$ cat src/ulms_cfg.svh
/*
  Constants for the line and modem status block: register offsets, field
  positions, reset values and bus widths.
  Assumes it is included by bare name wherever these constants are needed.
*/
`ifndef ULMS_CFG_SVH
`define ULMS_CFG_SVH

// Byte addresses of the two status registers and the helper registers.
`define ULMS_LINE_STATUS_ADDR   32'h5000_1114
`define ULMS_MODEM_STATUS_ADDR  32'h5000_1118
`define ULMS_CONTROL_ADDR       32'h5000_1120
`define ULMS_RX_DATA_ADDR       32'h5000_1124

// Line status field positions.
`define ULMS_LS_DATA_READY      0
`define ULMS_LS_OVERRUN         1
`define ULMS_LS_PARITY          2
`define ULMS_LS_FRAMING         3
`define ULMS_LS_BREAK           4
`define ULMS_LS_FIFO_ERROR      7

// Modem status field positions.
`define ULMS_MS_CTS_CHANGED     0
`define ULMS_MS_CTS             4

// Control register field positions (helper register).
`define ULMS_CTL_FIFO_EN        0
`define ULMS_CTL_PARITY_EN      1
`define ULMS_CTL_RTS            2
`define ULMS_CTL_LOOPBACK       3
`define ULMS_CTL_WIDTH          4
`define ULMS_CTL_RESET          4'h0

// Receive FIFO shape: 16 entries of data plus three error bits.
`define ULMS_FIFO_DEPTH         16
`define ULMS_FIFO_AW            4
`define ULMS_ENTRY_W            11

// Baud oversample: clock cycles per serial bit.
`define ULMS_BIT_CYCLES         16'h00D9
`define ULMS_DATA_BITS          8

`endif

$ cat src/ulms_pkg.sv
/*
  Types shared by the line and modem status block.
  Assumes nothing beyond the constants header.
*/
package ulms_pkg;
  typedef logic [31:0] ulms_word_t;
  typedef logic [3:0]  ulms_sel_t;

  // One-hot receive states.
  typedef enum logic [4:0] {
    ULMS_RX_IDLE   = 5'b00001,
    ULMS_RX_START  = 5'b00010,
    ULMS_RX_DATA   = 5'b00100,
    ULMS_RX_PARITY = 5'b01000,
    ULMS_RX_STOP   = 5'b10000
  } ulms_rx_state_e;

  // One received character with its error marks.
  typedef struct packed {
    logic       brk;
    logic       frm;
    logic       par;
    logic [7:0] data;
  } ulms_entry_s;
endpackage : ulms_pkg

$ cat src/ulms_mem_if.sv
/*
  Interface between the status block and its receive character store.
  Assumes a single clock shared by both ends.
*/
`timescale 1ns/1ps
`include "ulms_cfg.svh"
interface ulms_mem_if;
  import ulms_pkg::*;
  logic                      we;
  logic [`ULMS_FIFO_AW-1:0]  waddr;
  ulms_entry_s               wdata;
  logic [`ULMS_FIFO_AW-1:0]  raddr;
  ulms_entry_s               rdata;

  modport ctrl (output we, output waddr, output wdata, output raddr, input rdata);
  modport mem  (input we, input waddr, input wdata, input raddr, output rdata);
endinterface : ulms_mem_if

$ cat src/ulms_mem.sv
/*
  Small receive character store with registered read data.
  Assumes the controller keeps its own pointers and counts.
*/
`timescale 1ns/1ps
`include "ulms_cfg.svh"
module ulms_mem (
  input  wire logic  i_clk,
  ulms_mem_if.mem    port
);
  import ulms_pkg::*;

  ulms_entry_s store [`ULMS_FIFO_DEPTH];

  // Write when we is high and read each cycle; the read port lags the address by one edge.
  always_ff @(posedge i_clk) begin
    if (port.we) begin
      store[port.waddr] <= port.wdata;
    end
    port.rdata <= store[port.raddr];
  end
endmodule : ulms_mem

$ cat src/ulms_top.sv
/*
  Receive line status and modem status for a UART, with a small receiver,
  a receive FIFO and a classic Wishbone slave.
  Assumes I_RX_SERIAL and I_CTS_N are already synchronous to I_CORE_CLK.
*/
// Implementation choice: register access over Wishbone.
// Function
// - In FIFO mode a framing error shows when its character reaches the head.
// - After a framing error the low bit is taken as the next start bit.
// - A detected break also raises the framing error flag.
// - Reading line status clears framing, parity and overrun flags.
// - Parity mismatch sets parity error only while parity is enabled.
// - In FIFO mode a parity error shows when its character reaches the head.
// - A flagged break also sets the parity error flag.
// - Without FIFO a new character overwrites unread data and sets overrun.
// - With FIFO full a new character is dropped and overrun is set.
// - Data ready clears on holding read, or when the FIFO empties.
// - Clear-to-send status is the inverse of the low-active input.
// - Delta clear-to-send sets when clear-to-send changed since last read.
// - Reading modem status clears delta clear-to-send.
// - In loopback delta clear-to-send tracks request-to-send changes.
// - Delta clear-to-send sets after reset if the input is still low.
// - FIFO operation is active exactly when the FIFO enable bit is one.
// - Break is a low line longer than a whole character time.
`timescale 1ns/1ps
`include "ulms_cfg.svh"
module ulms_top (
  input  wire logic               I_CORE_CLK,
  input  wire logic               I_RST,
  input  wire logic               I_RX_SERIAL,
  input  wire logic               I_CTS_N,
  input  wire logic               I_WB_CYC,
  input  wire logic               I_WB_STB,
  input  wire logic               I_WB_WE,
  input  wire ulms_pkg::ulms_sel_t  I_WB_SEL,
  input  wire ulms_pkg::ulms_word_t I_WB_ADR,
  input  wire ulms_pkg::ulms_word_t I_WB_DAT,
  output logic                    O_WB_ACK,
  output ulms_pkg::ulms_word_t    O_WB_DAT,
  output logic                    O_RTS_N
);
  import ulms_pkg::*;

  // Full-address compare, shared by the four register selects. The whole
  // word is compared so that aliases of the status registers read as zero.
  function automatic logic addr_is(input ulms_word_t adr, input ulms_word_t reg_addr);
    addr_is = (adr == reg_addr);
  endfunction : addr_is

  // Bus decode. A request is taken only while ack is low, so a master that
  // holds its strobe through the ack edge is not served twice. Every access
  // is answered in the next cycle, mapped or not, so the bus never hangs.
  wire        bus_req    = I_WB_CYC & I_WB_STB & ~O_WB_ACK;
  wire        hit_ls     = addr_is(I_WB_ADR, `ULMS_LINE_STATUS_ADDR);
  wire        hit_ms     = addr_is(I_WB_ADR, `ULMS_MODEM_STATUS_ADDR);
  wire        hit_ctl    = addr_is(I_WB_ADR, `ULMS_CONTROL_ADDR);
  wire        hit_rx     = addr_is(I_WB_ADR, `ULMS_RX_DATA_ADDR);
  // Clearing side effects act only on the edge that takes the request and raises ack.
  wire        rd_ls      = bus_req & ~I_WB_WE & hit_ls;
  wire        rd_ms      = bus_req & ~I_WB_WE & hit_ms;
  wire        rd_rx      = bus_req & ~I_WB_WE & hit_rx;
  wire        wr_ctl     = bus_req & I_WB_WE & hit_ctl & I_WB_SEL[0];

  logic [`ULMS_CTL_WIDTH-1:0] ctl_q;
  wire        fifo_en    = ctl_q[`ULMS_CTL_FIFO_EN];
  wire        par_en     = ctl_q[`ULMS_CTL_PARITY_EN];
  wire        rts_bit    = ctl_q[`ULMS_CTL_RTS];
  wire        loopback   = ctl_q[`ULMS_CTL_LOOPBACK];

  // In loopback the outgoing request-to-send is held inactive.
  always_ff @(posedge I_CORE_CLK) begin
    if (I_RST) begin
      ctl_q   <= `ULMS_CTL_RESET;
      O_RTS_N <= 1'b1;
    end else begin
      if (wr_ctl) begin
        ctl_q <= I_WB_DAT[`ULMS_CTL_WIDTH-1:0];
      end
      O_RTS_N <= ~(rts_bit & ~loopback);
    end
  end

  // Receiver: bit timer, shift register and break timer.
  ulms_rx_state_e st_q;
  logic [15:0] bit_cnt_q;
  logic [3:0]  nbit_q;
  logic [7:0]  shift_q;
  logic        par_acc_q;
  logic [15:0] low_cnt_q;
  logic        brk_armed_q;

  wire        mid_bit    = (bit_cnt_q == (`ULMS_BIT_CYCLES >> 1));
  wire        bit_end    = (bit_cnt_q == `ULMS_BIT_CYCLES - 16'h0001);
  wire [15:0] char_cyc   = `ULMS_BIT_CYCLES * (par_en ? 16'h000B : 16'h000A);
  // A line low for longer than a full character is a break.
  wire        brk_hit    = ~I_RX_SERIAL & (low_cnt_q == char_cyc) & brk_armed_q;
  wire        in_stop    = (st_q == ULMS_RX_STOP) & mid_bit;
  wire        stop_bad   = in_stop & ~I_RX_SERIAL;
  wire        par_bad    = par_en & (par_acc_q != 1'b0);
  // A break delivers one zero character carrying all three marks. A frame with a
  // low stop bit is delivered with its framing mark, except an all-zero frame:
  // that one is the front of a break, and holding it back keeps a break to a
  // single character. The cost is that a lone all-zero frame with a bad stop
  // bit, followed by a quick return to idle, is not reported.
  wire        zero_frame = (shift_q == 8'h00);
  wire        char_done  = (in_stop & (I_RX_SERIAL | ~zero_frame)) | brk_hit;
  ulms_entry_s new_ch;
  assign new_ch.data = brk_hit ? 8'h00 : shift_q;
  assign new_ch.brk  = brk_hit;
  assign new_ch.frm  = stop_bad | brk_hit;
  assign new_ch.par  = (par_bad & ~brk_hit) | brk_hit;

  always_ff @(posedge I_CORE_CLK) begin
    if (I_RST) begin
      low_cnt_q   <= 16'h0000;
      brk_armed_q <= 1'b1;
    end else if (I_RX_SERIAL) begin
      low_cnt_q   <= 16'h0000;
      brk_armed_q <= 1'b1;
    end else if (brk_hit) begin
      brk_armed_q <= 1'b0;   // One break character per low period.
    end else if (brk_armed_q) begin
      low_cnt_q   <= low_cnt_q + 16'h0001;
    end
  end

  // Receive state machine; a stop bit sampled low becomes the next start.
  // The bit timer runs free inside a frame and is realigned at the middle of
  // the start bit, so data and parity samples land near the centre of their bits;
  // the stop check at mid_bit lands at the start of the stop bit.
  // Data bits are taken at the end of each bit period after that realignment,
  // which is again the centre of the incoming bit. A break forces the
  // machine back to idle, and idle waits for the line to rise before it may
  // start again, since brk_armed_q stays low for the rest of the low period.
  always_ff @(posedge I_CORE_CLK) begin
    if (I_RST) begin
      st_q      <= ULMS_RX_IDLE;
      bit_cnt_q <= 16'h0000;
      nbit_q    <= 4'h0;
      shift_q   <= 8'h00;
      par_acc_q <= 1'b0;
    end else begin
      bit_cnt_q <= bit_end ? 16'h0000 : bit_cnt_q + 16'h0001;
      case (st_q)
        ULMS_RX_IDLE: begin
          bit_cnt_q <= 16'h0000;
          if (!I_RX_SERIAL && brk_armed_q) begin
            st_q <= ULMS_RX_START;
          end
        end
        ULMS_RX_START: begin
          if (mid_bit) begin
            if (I_RX_SERIAL) begin
              st_q <= ULMS_RX_IDLE;
            end else begin
              bit_cnt_q <= 16'h0000;
              nbit_q    <= 4'h0;
              par_acc_q <= 1'b0;
              st_q      <= ULMS_RX_DATA;
            end
          end
        end
        ULMS_RX_DATA: begin
          if (bit_end) begin
            shift_q   <= {I_RX_SERIAL, shift_q[7:1]};
            par_acc_q <= par_acc_q ^ I_RX_SERIAL;
            nbit_q    <= nbit_q + 4'h1;
            if (nbit_q == 4'(`ULMS_DATA_BITS - 1)) begin
              st_q <= par_en ? ULMS_RX_PARITY : ULMS_RX_STOP;
            end
          end
        end
        ULMS_RX_PARITY: begin
          if (bit_end) begin
            par_acc_q <= par_acc_q ^ I_RX_SERIAL ^ 1'b1;   // Odd parity sense.
            st_q      <= ULMS_RX_STOP;
          end
        end
        ULMS_RX_STOP: begin
          if (bit_end) begin
            bit_cnt_q <= 16'h0000;
            st_q      <= I_RX_SERIAL ? ULMS_RX_IDLE : ULMS_RX_START;
          end
        end
        default: st_q <= ULMS_RX_IDLE;
      endcase
      if (brk_hit) begin
        st_q <= ULMS_RX_IDLE;
      end
    end
  end

  // Receive FIFO bookkeeping and holding register. The store has a registered
  // read port, so the read address runs one entry ahead during a pop; the new
  // head is then ready in the cycle after the pop. Only one of FIFO and holding
  // register is live at a time, chosen by the FIFO enable bit.
  ulms_mem_if mif ();
  ulms_mem u_mem (
    .i_clk (I_CORE_CLK),
    .port  (mif.mem)
  );

  logic [`ULMS_FIFO_AW-1:0] wp_q;
  logic [`ULMS_FIFO_AW-1:0] rp_q;
  logic [`ULMS_FIFO_AW:0]   cnt_q;
  ulms_entry_s              hold_q;
  logic                     hold_full_q;

  wire fifo_full  = (cnt_q == 5'(`ULMS_FIFO_DEPTH));
  wire fifo_empty = (cnt_q == 5'h00);
  wire push       = fifo_en & char_done & ~fifo_full;
  wire pop        = fifo_en & rd_rx & ~fifo_empty;
  // Registered read data: the head entry is valid one cycle after pointers settle.
  assign mif.we    = push;
  assign mif.waddr = wp_q;
  assign mif.wdata = new_ch;
  assign mif.raddr = pop ? rp_q + 4'h1 : rp_q;
  wire ulms_entry_s head = fifo_en ? mif.rdata : hold_q;

  always_ff @(posedge I_CORE_CLK) begin
    if (I_RST || (wr_ctl && (I_WB_DAT[`ULMS_CTL_FIFO_EN] != fifo_en))) begin
      wp_q  <= 4'h0;
      rp_q  <= 4'h0;
      cnt_q <= 5'h00;
    end else begin
      wp_q  <= push ? wp_q + 4'h1 : wp_q;
      rp_q  <= pop ? rp_q + 4'h1 : rp_q;
      cnt_q <= cnt_q + {4'h0, push} - {4'h0, pop};
    end
  end

  // Without FIFO the holding register is simply overwritten.
  always_ff @(posedge I_CORE_CLK) begin
    if (I_RST) begin
      hold_q      <= '0;
      hold_full_q <= 1'b0;
    end else if (!fifo_en && char_done) begin
      hold_q      <= new_ch;
      hold_full_q <= 1'b1;
    end else if (!fifo_en && rd_rx) begin
      hold_full_q <= 1'b0;
    end
  end

  // Error marks of the head entry, revealed once it is at the head.
  logic head_ok_q;
  always_ff @(posedge I_CORE_CLK) begin
    if (I_RST) begin
      head_ok_q <= 1'b0;
    end else begin
      head_ok_q <= fifo_en & ~fifo_empty & ~pop & ~push;
    end
  end
  wire head_seen  = fifo_en ? (head_ok_q & ~fifo_empty) : 1'b0;

  // Each head entry reveals its marks once, and again after each push. Without this the entry sitting at
  // the head would raise its marks again in every cycle, and a line status
  // read could never clear them while that entry waits to be popped.
  logic head_shown_q;
  always_ff @(posedge I_CORE_CLK) begin
    if (I_RST) begin
      head_shown_q <= 1'b0;
    end else begin
      head_shown_q <= head_seen;
    end
  end
  wire head_new   = head_seen & ~head_shown_q;

  wire ovr_ev     = char_done & (fifo_en ? fifo_full : hold_full_q);
  wire frm_ev     = fifo_en ? (head_new & head.frm) : (char_done & new_ch.frm);
  wire par_ev     = fifo_en ? (head_new & head.par) : (char_done & new_ch.par);
  wire brk_ev     = fifo_en ? (head_new & head.brk) : (char_done & new_ch.brk);

  // Sticky line flags: the event term is ORed in so it wins over the read.
  logic ovr_q;
  logic frm_q;
  logic par_q;
  logic brk_q;
  always_ff @(posedge I_CORE_CLK) begin
    if (I_RST) begin
      ovr_q <= 1'b0;
      frm_q <= 1'b0;
      par_q <= 1'b0;
      brk_q <= 1'b0;
    end else begin
      ovr_q <= ovr_ev | (ovr_q & ~rd_ls);
      frm_q <= frm_ev | (frm_q & ~rd_ls);
      par_q <= par_ev | (par_q & ~rd_ls);
      brk_q <= brk_ev | (brk_q & ~rd_ls);
    end
  end
  wire dr      = fifo_en ? ~fifo_empty : hold_full_q;
  wire fifo_er = fifo_en & (frm_q | par_q | brk_q);

  // Modem status: the watched source swaps to request-to-send in loopback.
  // The change detector compares against cts_q, which reset leaves at the
  // idle (deasserted) level. An input still asserted at release therefore
  // looks like a change and sets the delta flag one cycle later. Entering or
  // leaving loopback can also count as a change when the two sources differ.
  wire cts_src = loopback ? rts_bit : ~I_CTS_N;
  logic cts_q;
  logic dcts_q;
  logic rst_seen_q;
  always_ff @(posedge I_CORE_CLK) begin
    if (I_RST) begin
      cts_q      <= 1'b0;
      dcts_q     <= 1'b0;
      rst_seen_q <= 1'b1;
    end else begin
      cts_q      <= cts_src;
      rst_seen_q <= 1'b0;
      // After release a still-asserted input counts as a change from idle.
      dcts_q     <= (cts_src != cts_q) | (dcts_q & ~rd_ms);
    end
  end

  // Read mux and single-cycle acknowledge. Read data is zero outside the ack
  // cycle, so a master that samples late sees zero, not stale status.
  // Reserved bits of both status words always read as zero.
  wire [15:0] ls_word = {8'h00, fifo_er, 2'b00, brk_q, frm_q, par_q, ovr_q, dr};
  wire [15:0] ms_word = {11'h000, cts_q, 3'b000, dcts_q};
  wire [31:0] rd_word = hit_ls  ? {16'h0000, ls_word} :
                        hit_ms  ? {16'h0000, ms_word} :
                        hit_ctl ? {28'h000_0000, ctl_q} :
                        hit_rx  ? {24'h00_0000, head.data} : 32'h0000_0000;
  always_ff @(posedge I_CORE_CLK) begin
    if (I_RST) begin
      O_WB_ACK <= 1'b0;
      O_WB_DAT <= 32'h0000_0000;
    end else begin
      O_WB_ACK <= bus_req;
      O_WB_DAT <= (bus_req && !I_WB_WE) ? rd_word : 32'h0000_0000;
    end
  end
endmodule : ulms_top

$ cat config.mk
export PLATFORM = sky130hd
export DESIGN_NAME = ulms_top
export DESIGN_NICKNAME = d
export VERILOG_FILES = /design/src/ulms_pkg.sv /design/src/ulms_mem_if.sv /design/src/ulms_mem.sv /design/src/ulms_top.sv
export VERILOG_INCLUDE_DIRS = /design/src /design/src/src
export SDC_FILE = /design/constraint.sdc
export NUM_CORES = 1
export LEC_CHECK = 0
export BUFFER_PORTS_ARGS = -buffer_cell sky130_fd_sc_hd__buf_2
export CORE_AREA = 2 2 178 223
export DETAILED_ROUTE_END_ITERATION = 10
export DIE_AREA = 0 0 180 225
export PLACE_DENSITY = 0.55
export SYNTH_ARGS = -nofsm -noshare
export SYNTH_HDL_FRONTEND = slang
export SYNTH_SLANG_ARGS = --single-unit
$ cat constraint.sdc
create_clock -name I_CORE_CLK -period 4.8 [get_ports I_CORE_CLK]
set_input_delay 0.48 -clock I_CORE_CLK [delete_from_list [all_inputs] [get_ports I_CORE_CLK]]
set_output_delay 0.48 -clock I_CORE_CLK [all_outputs]
set_load 0.1 [all_outputs]
==> metrics.yaml <==
run_status:
  outcome: "completed"
final_layout:
  fillers: 3646
  area_delta_synth_final_pct: 13.5
  final_common_cell: "edfxtp_1"
  fin_nets: 1250
  antenna_cells: 0
  drive_gt1_share_pct: 17.2
  final_cell_mix: "edfxtp_1 (176), nand2_1 (109), dfxtp_1 (104)"
  final_area_mm2: 0.0151
  multi_input_area_mm2: 0.00545
  seq_area_mm2: 0.00741
power_and_ir_drop:
  intPower_w: 0.00405
  power_frac_clock_pct: 45.7
  switching_power_w: 0.00112
  pwr-share-comb_pct: 4.6
  p_per_area_mw_per_mm2: 343
  netSwitchingFraction_pct: 21.7
  seqPwrFrac_pct: 49.8
  ir_drop_uv: 203
  p_leak_nw: 4.90
sta:
  slew_viol_final: 0
  relSlewSlack_pct: 27.2
  rsz0062_at_grt: "false"
  fmaxAchievable_mhz: 281
  final-setup-viol-count: 0
  fin_crit_sh_pct: 74.2
  period_needed_ns: 3.56
  fin_skew_ns: 0.0123
  final_hold_viol_count: 0
  tns_ns: 0
  worst_pin_slew_ns: 1.08
global_route:
  grt.busiest_layer: "met2"
  overflow: 0
  grt_max_degree: 49
  grt_pass1_wl_um: 49300
  grt_antenna_before_repair: 1
  met3_usage_pct: 2.31
  grt_pass1_vias: 8675
  use_met1_pct: 19.5
  grt_usage_pct: 15.6
  grtUsageMet2_pct: 27.8
cts:
  cts_resized: 0
  cts_num_sinks: 282
  clk_pin_slew_worst_paths_ns: 0.07
  post_cts_buffers: 0
  ctsRootBufferMaster: "clkbuf_16"
  cts.path.max_buffers: 3
  cts_tree: "done"
  cts_hold_buf: 0
  clkLatencyLatePin_ns: 0.55
  numCtsBuffers: 29
  h-tree-depth: 1
worst_setup_path:
  slowest_stage: "or4_4"
  r2r-end: "u_mem.store[6][2]$_DFFE_PP_"
  r2r-start: "bit_cnt_q[10]$_SDFF_PP0_"
  startpoint_type: "flop"
  reg2reg_setup_slack_ns: 1.24
  arrival_ns: 3.81
  crit_path_max_incr_delay_ns: 0.66
  crit_type: "reg2reg"
  end_kind: "flop"
  critPathRequiredTime_ns: 5.05
  path_max_fanout: 9
  rr_worst_depth: 7
  path_cells: "nor4_1 -> nand4b_1 -> or4_4 -> a221oi_4 -> nand2_1 -> nor2_1 -> buf_4"
detailed_routing:
  wl_um: 31700
  vias: 8766
  ant_nets: 0
  dr.pass1.iters: 7
  wl_per_cell_um: 18.9
  drc: 0
  drt_iter0_markers: 502
  via_per_inst: 5.24
die:
  coreArea_mm2: 0.0381
  rows: 80
  fp.dieArea_mm2: 0.0405
  initial_core_util_pct: 34.8
  die_w_um: 180
  die_h_um: 225
  io_pins: 109
synthesis:
  avgSynthCellArea_um2: 12.0
  ys_types: 68
  synth_top_area_share_pct: 39.8
  ys_seq_area_share_pct: 55.8
  async_reset_ff_share_pct: 0
  synth-seq-cells: 282
  synth-edff-count: 176
  netlist_area_mm2: 0.0133
  yosys.area.top_type: "edfxtp_1"
  synth_flop_cell: "edfxtp_1"
  synth.area.top_cells: "edfxtp_1 (40%), dfxtp_1 (16%), mux2i_1 (7.8%)"
  synth_cells: 1105
  ys.warnings.count: 0
min_path:
  whs_path_depth: 3
  hold_path_class: "in2reg"
  hold_end: "ctl_q[1]$_SDFFE_PP0P_"
  min_from: "I_WB_DAT[1]"
placement:
  gp_congestion: 0.777
  numPortBuffers: 53
  post-dp-hpwl_um: 20700
  place_area_mm2: 0.0141
job:
  maxCapViolCount: 0
## state kept, by name, indices dropped and copies added (netlist names), 8 cells and up
signal            count
hold_q                8
bit_cnt_q            16
shift_q               8
low_cnt_q            16
u_mem.store         176
O_WB_DAT              8
u_mem.port.rdata     11
## Yosys cell counts (all sizes together), types with 15 or more instances
master	instances
a21oi	41
and3	15
buf	50
clkbuf	34
dfxtp	106
edfxtp	176
inv	21
mux2i	103
mux4	42
nand2	110
nand3	49
nor2	103
o21ai	27
xor2	27
## layer usage
layer | share of wire (%) | routed length, µm | vias to the layer above
li1 | - | - | 4155
met4 | 2.4 | 751 | 2
met5 | 0.041 | 13 | -
met1 | 42 | 13300 | 4393
met2 | 52 | 16400 | 167
met3 | 4.0 | 1280 | 49
## how the worst max path moves through the flow
stage / cells after the start / to / from
finish: 7 / u_mem.store[6][2]$_DFFE_PP_ / bit_cnt_q[10]$_SDFF_PP0_
global route: 13 / cnt_q[4]$_SDFF_PP0_ / bit_cnt_q[10]$_SDFF_PP0_
global placement: 16 / cnt_q[4]$_SDFF_PP0_ / I_WB_ADR[1]
CTS: 7 / u_mem.store[6][2]$_DFFE_PP_ / bit_cnt_q[10]$_SDFF_PP0_
floorplan: 16 / cnt_q[4]$_SDFF_PP0_ / O_WB_ACK$_SDFF_PP0_
detailed placement: 16 / cnt_q[4]$_SDFF_PP0_ / I_WB_ADR[11]
## kinds of logic (layout without fill, tap and decap cells)
kind of cell             after synthesis  count (layout)  synth area share (%)
multiplexers                         152             152                  15.5
XOR/XNOR                              41              41                  2.71
AO/OA/AOI/OAI                        117             117                  5.48
buffers and inverters                105             159                  3.99
flip-flops                           282             282                  55.8
AND/OR/NAND/NOR                      392             392                  15.0
adder cells (fa/ha/maj)               15              15                  1.47
other                                  1              24                0.0283
## worst max-delay path: cells and delay by family, from the launching register on
| family | cells | cell delay (ns) |
|---|---|---|
| simple gates | 5 | 2.06 |
| flops | 1 | 0.35 |
| buf+inv | 1 | 0.28 |
| compound gates | 1 | 0.57 |
## layout make-up
cell class / instances / area share [%]
clock buffers: 35 / 4.98
clock inverters: 18 / 1.60
inverters: 21 / 0.523
multi-input cells: 741 / 36.2
flip-flops and latches: 282 / 49.2
well taps: 492 / 4.09
repair buffers: 85 / 3.44
## power by group through the flow
stage | clock (W) | combinational (W) | sequential (W)
floorplan | 0 | 0.000204 | 0.00262
global placement | 0 | 0.000238 | 0.00262
detailed placement | 0 | 0.000238 | 0.00263
CTS | 0.00243 | 0.000239 | 0.00257
global route | 0.00252 | 0.000259 | 0.00257
finish | 0.00236 | 0.000237 | 0.00257
## stage by stage
| step | cells | hold WS, ns | utilization (%) | setup slack [ns] | power (W) |
|---|---|---|---|---|---|
| global placement | 1621 | 0.440 | 36.9 | 1.14 | 0.00286 |
| floorplan | 1128 | 0.430 | - | 1.43 | 0.00283 |
| detailed placement | 1621 | 0.447 | 36.9 | 1.17 | 0.00286 |
| finish | 1674 | 0.207 | 39.5 | 1.24 | 0.00517 |
| CTS | 1674 | 0.170 | 39.5 | 1.19 | 0.00524 |
| global route | 1674 | 0.192 | 39.5 | 0.949 | 0.00535 |
(Power assumes the default switching activity.)
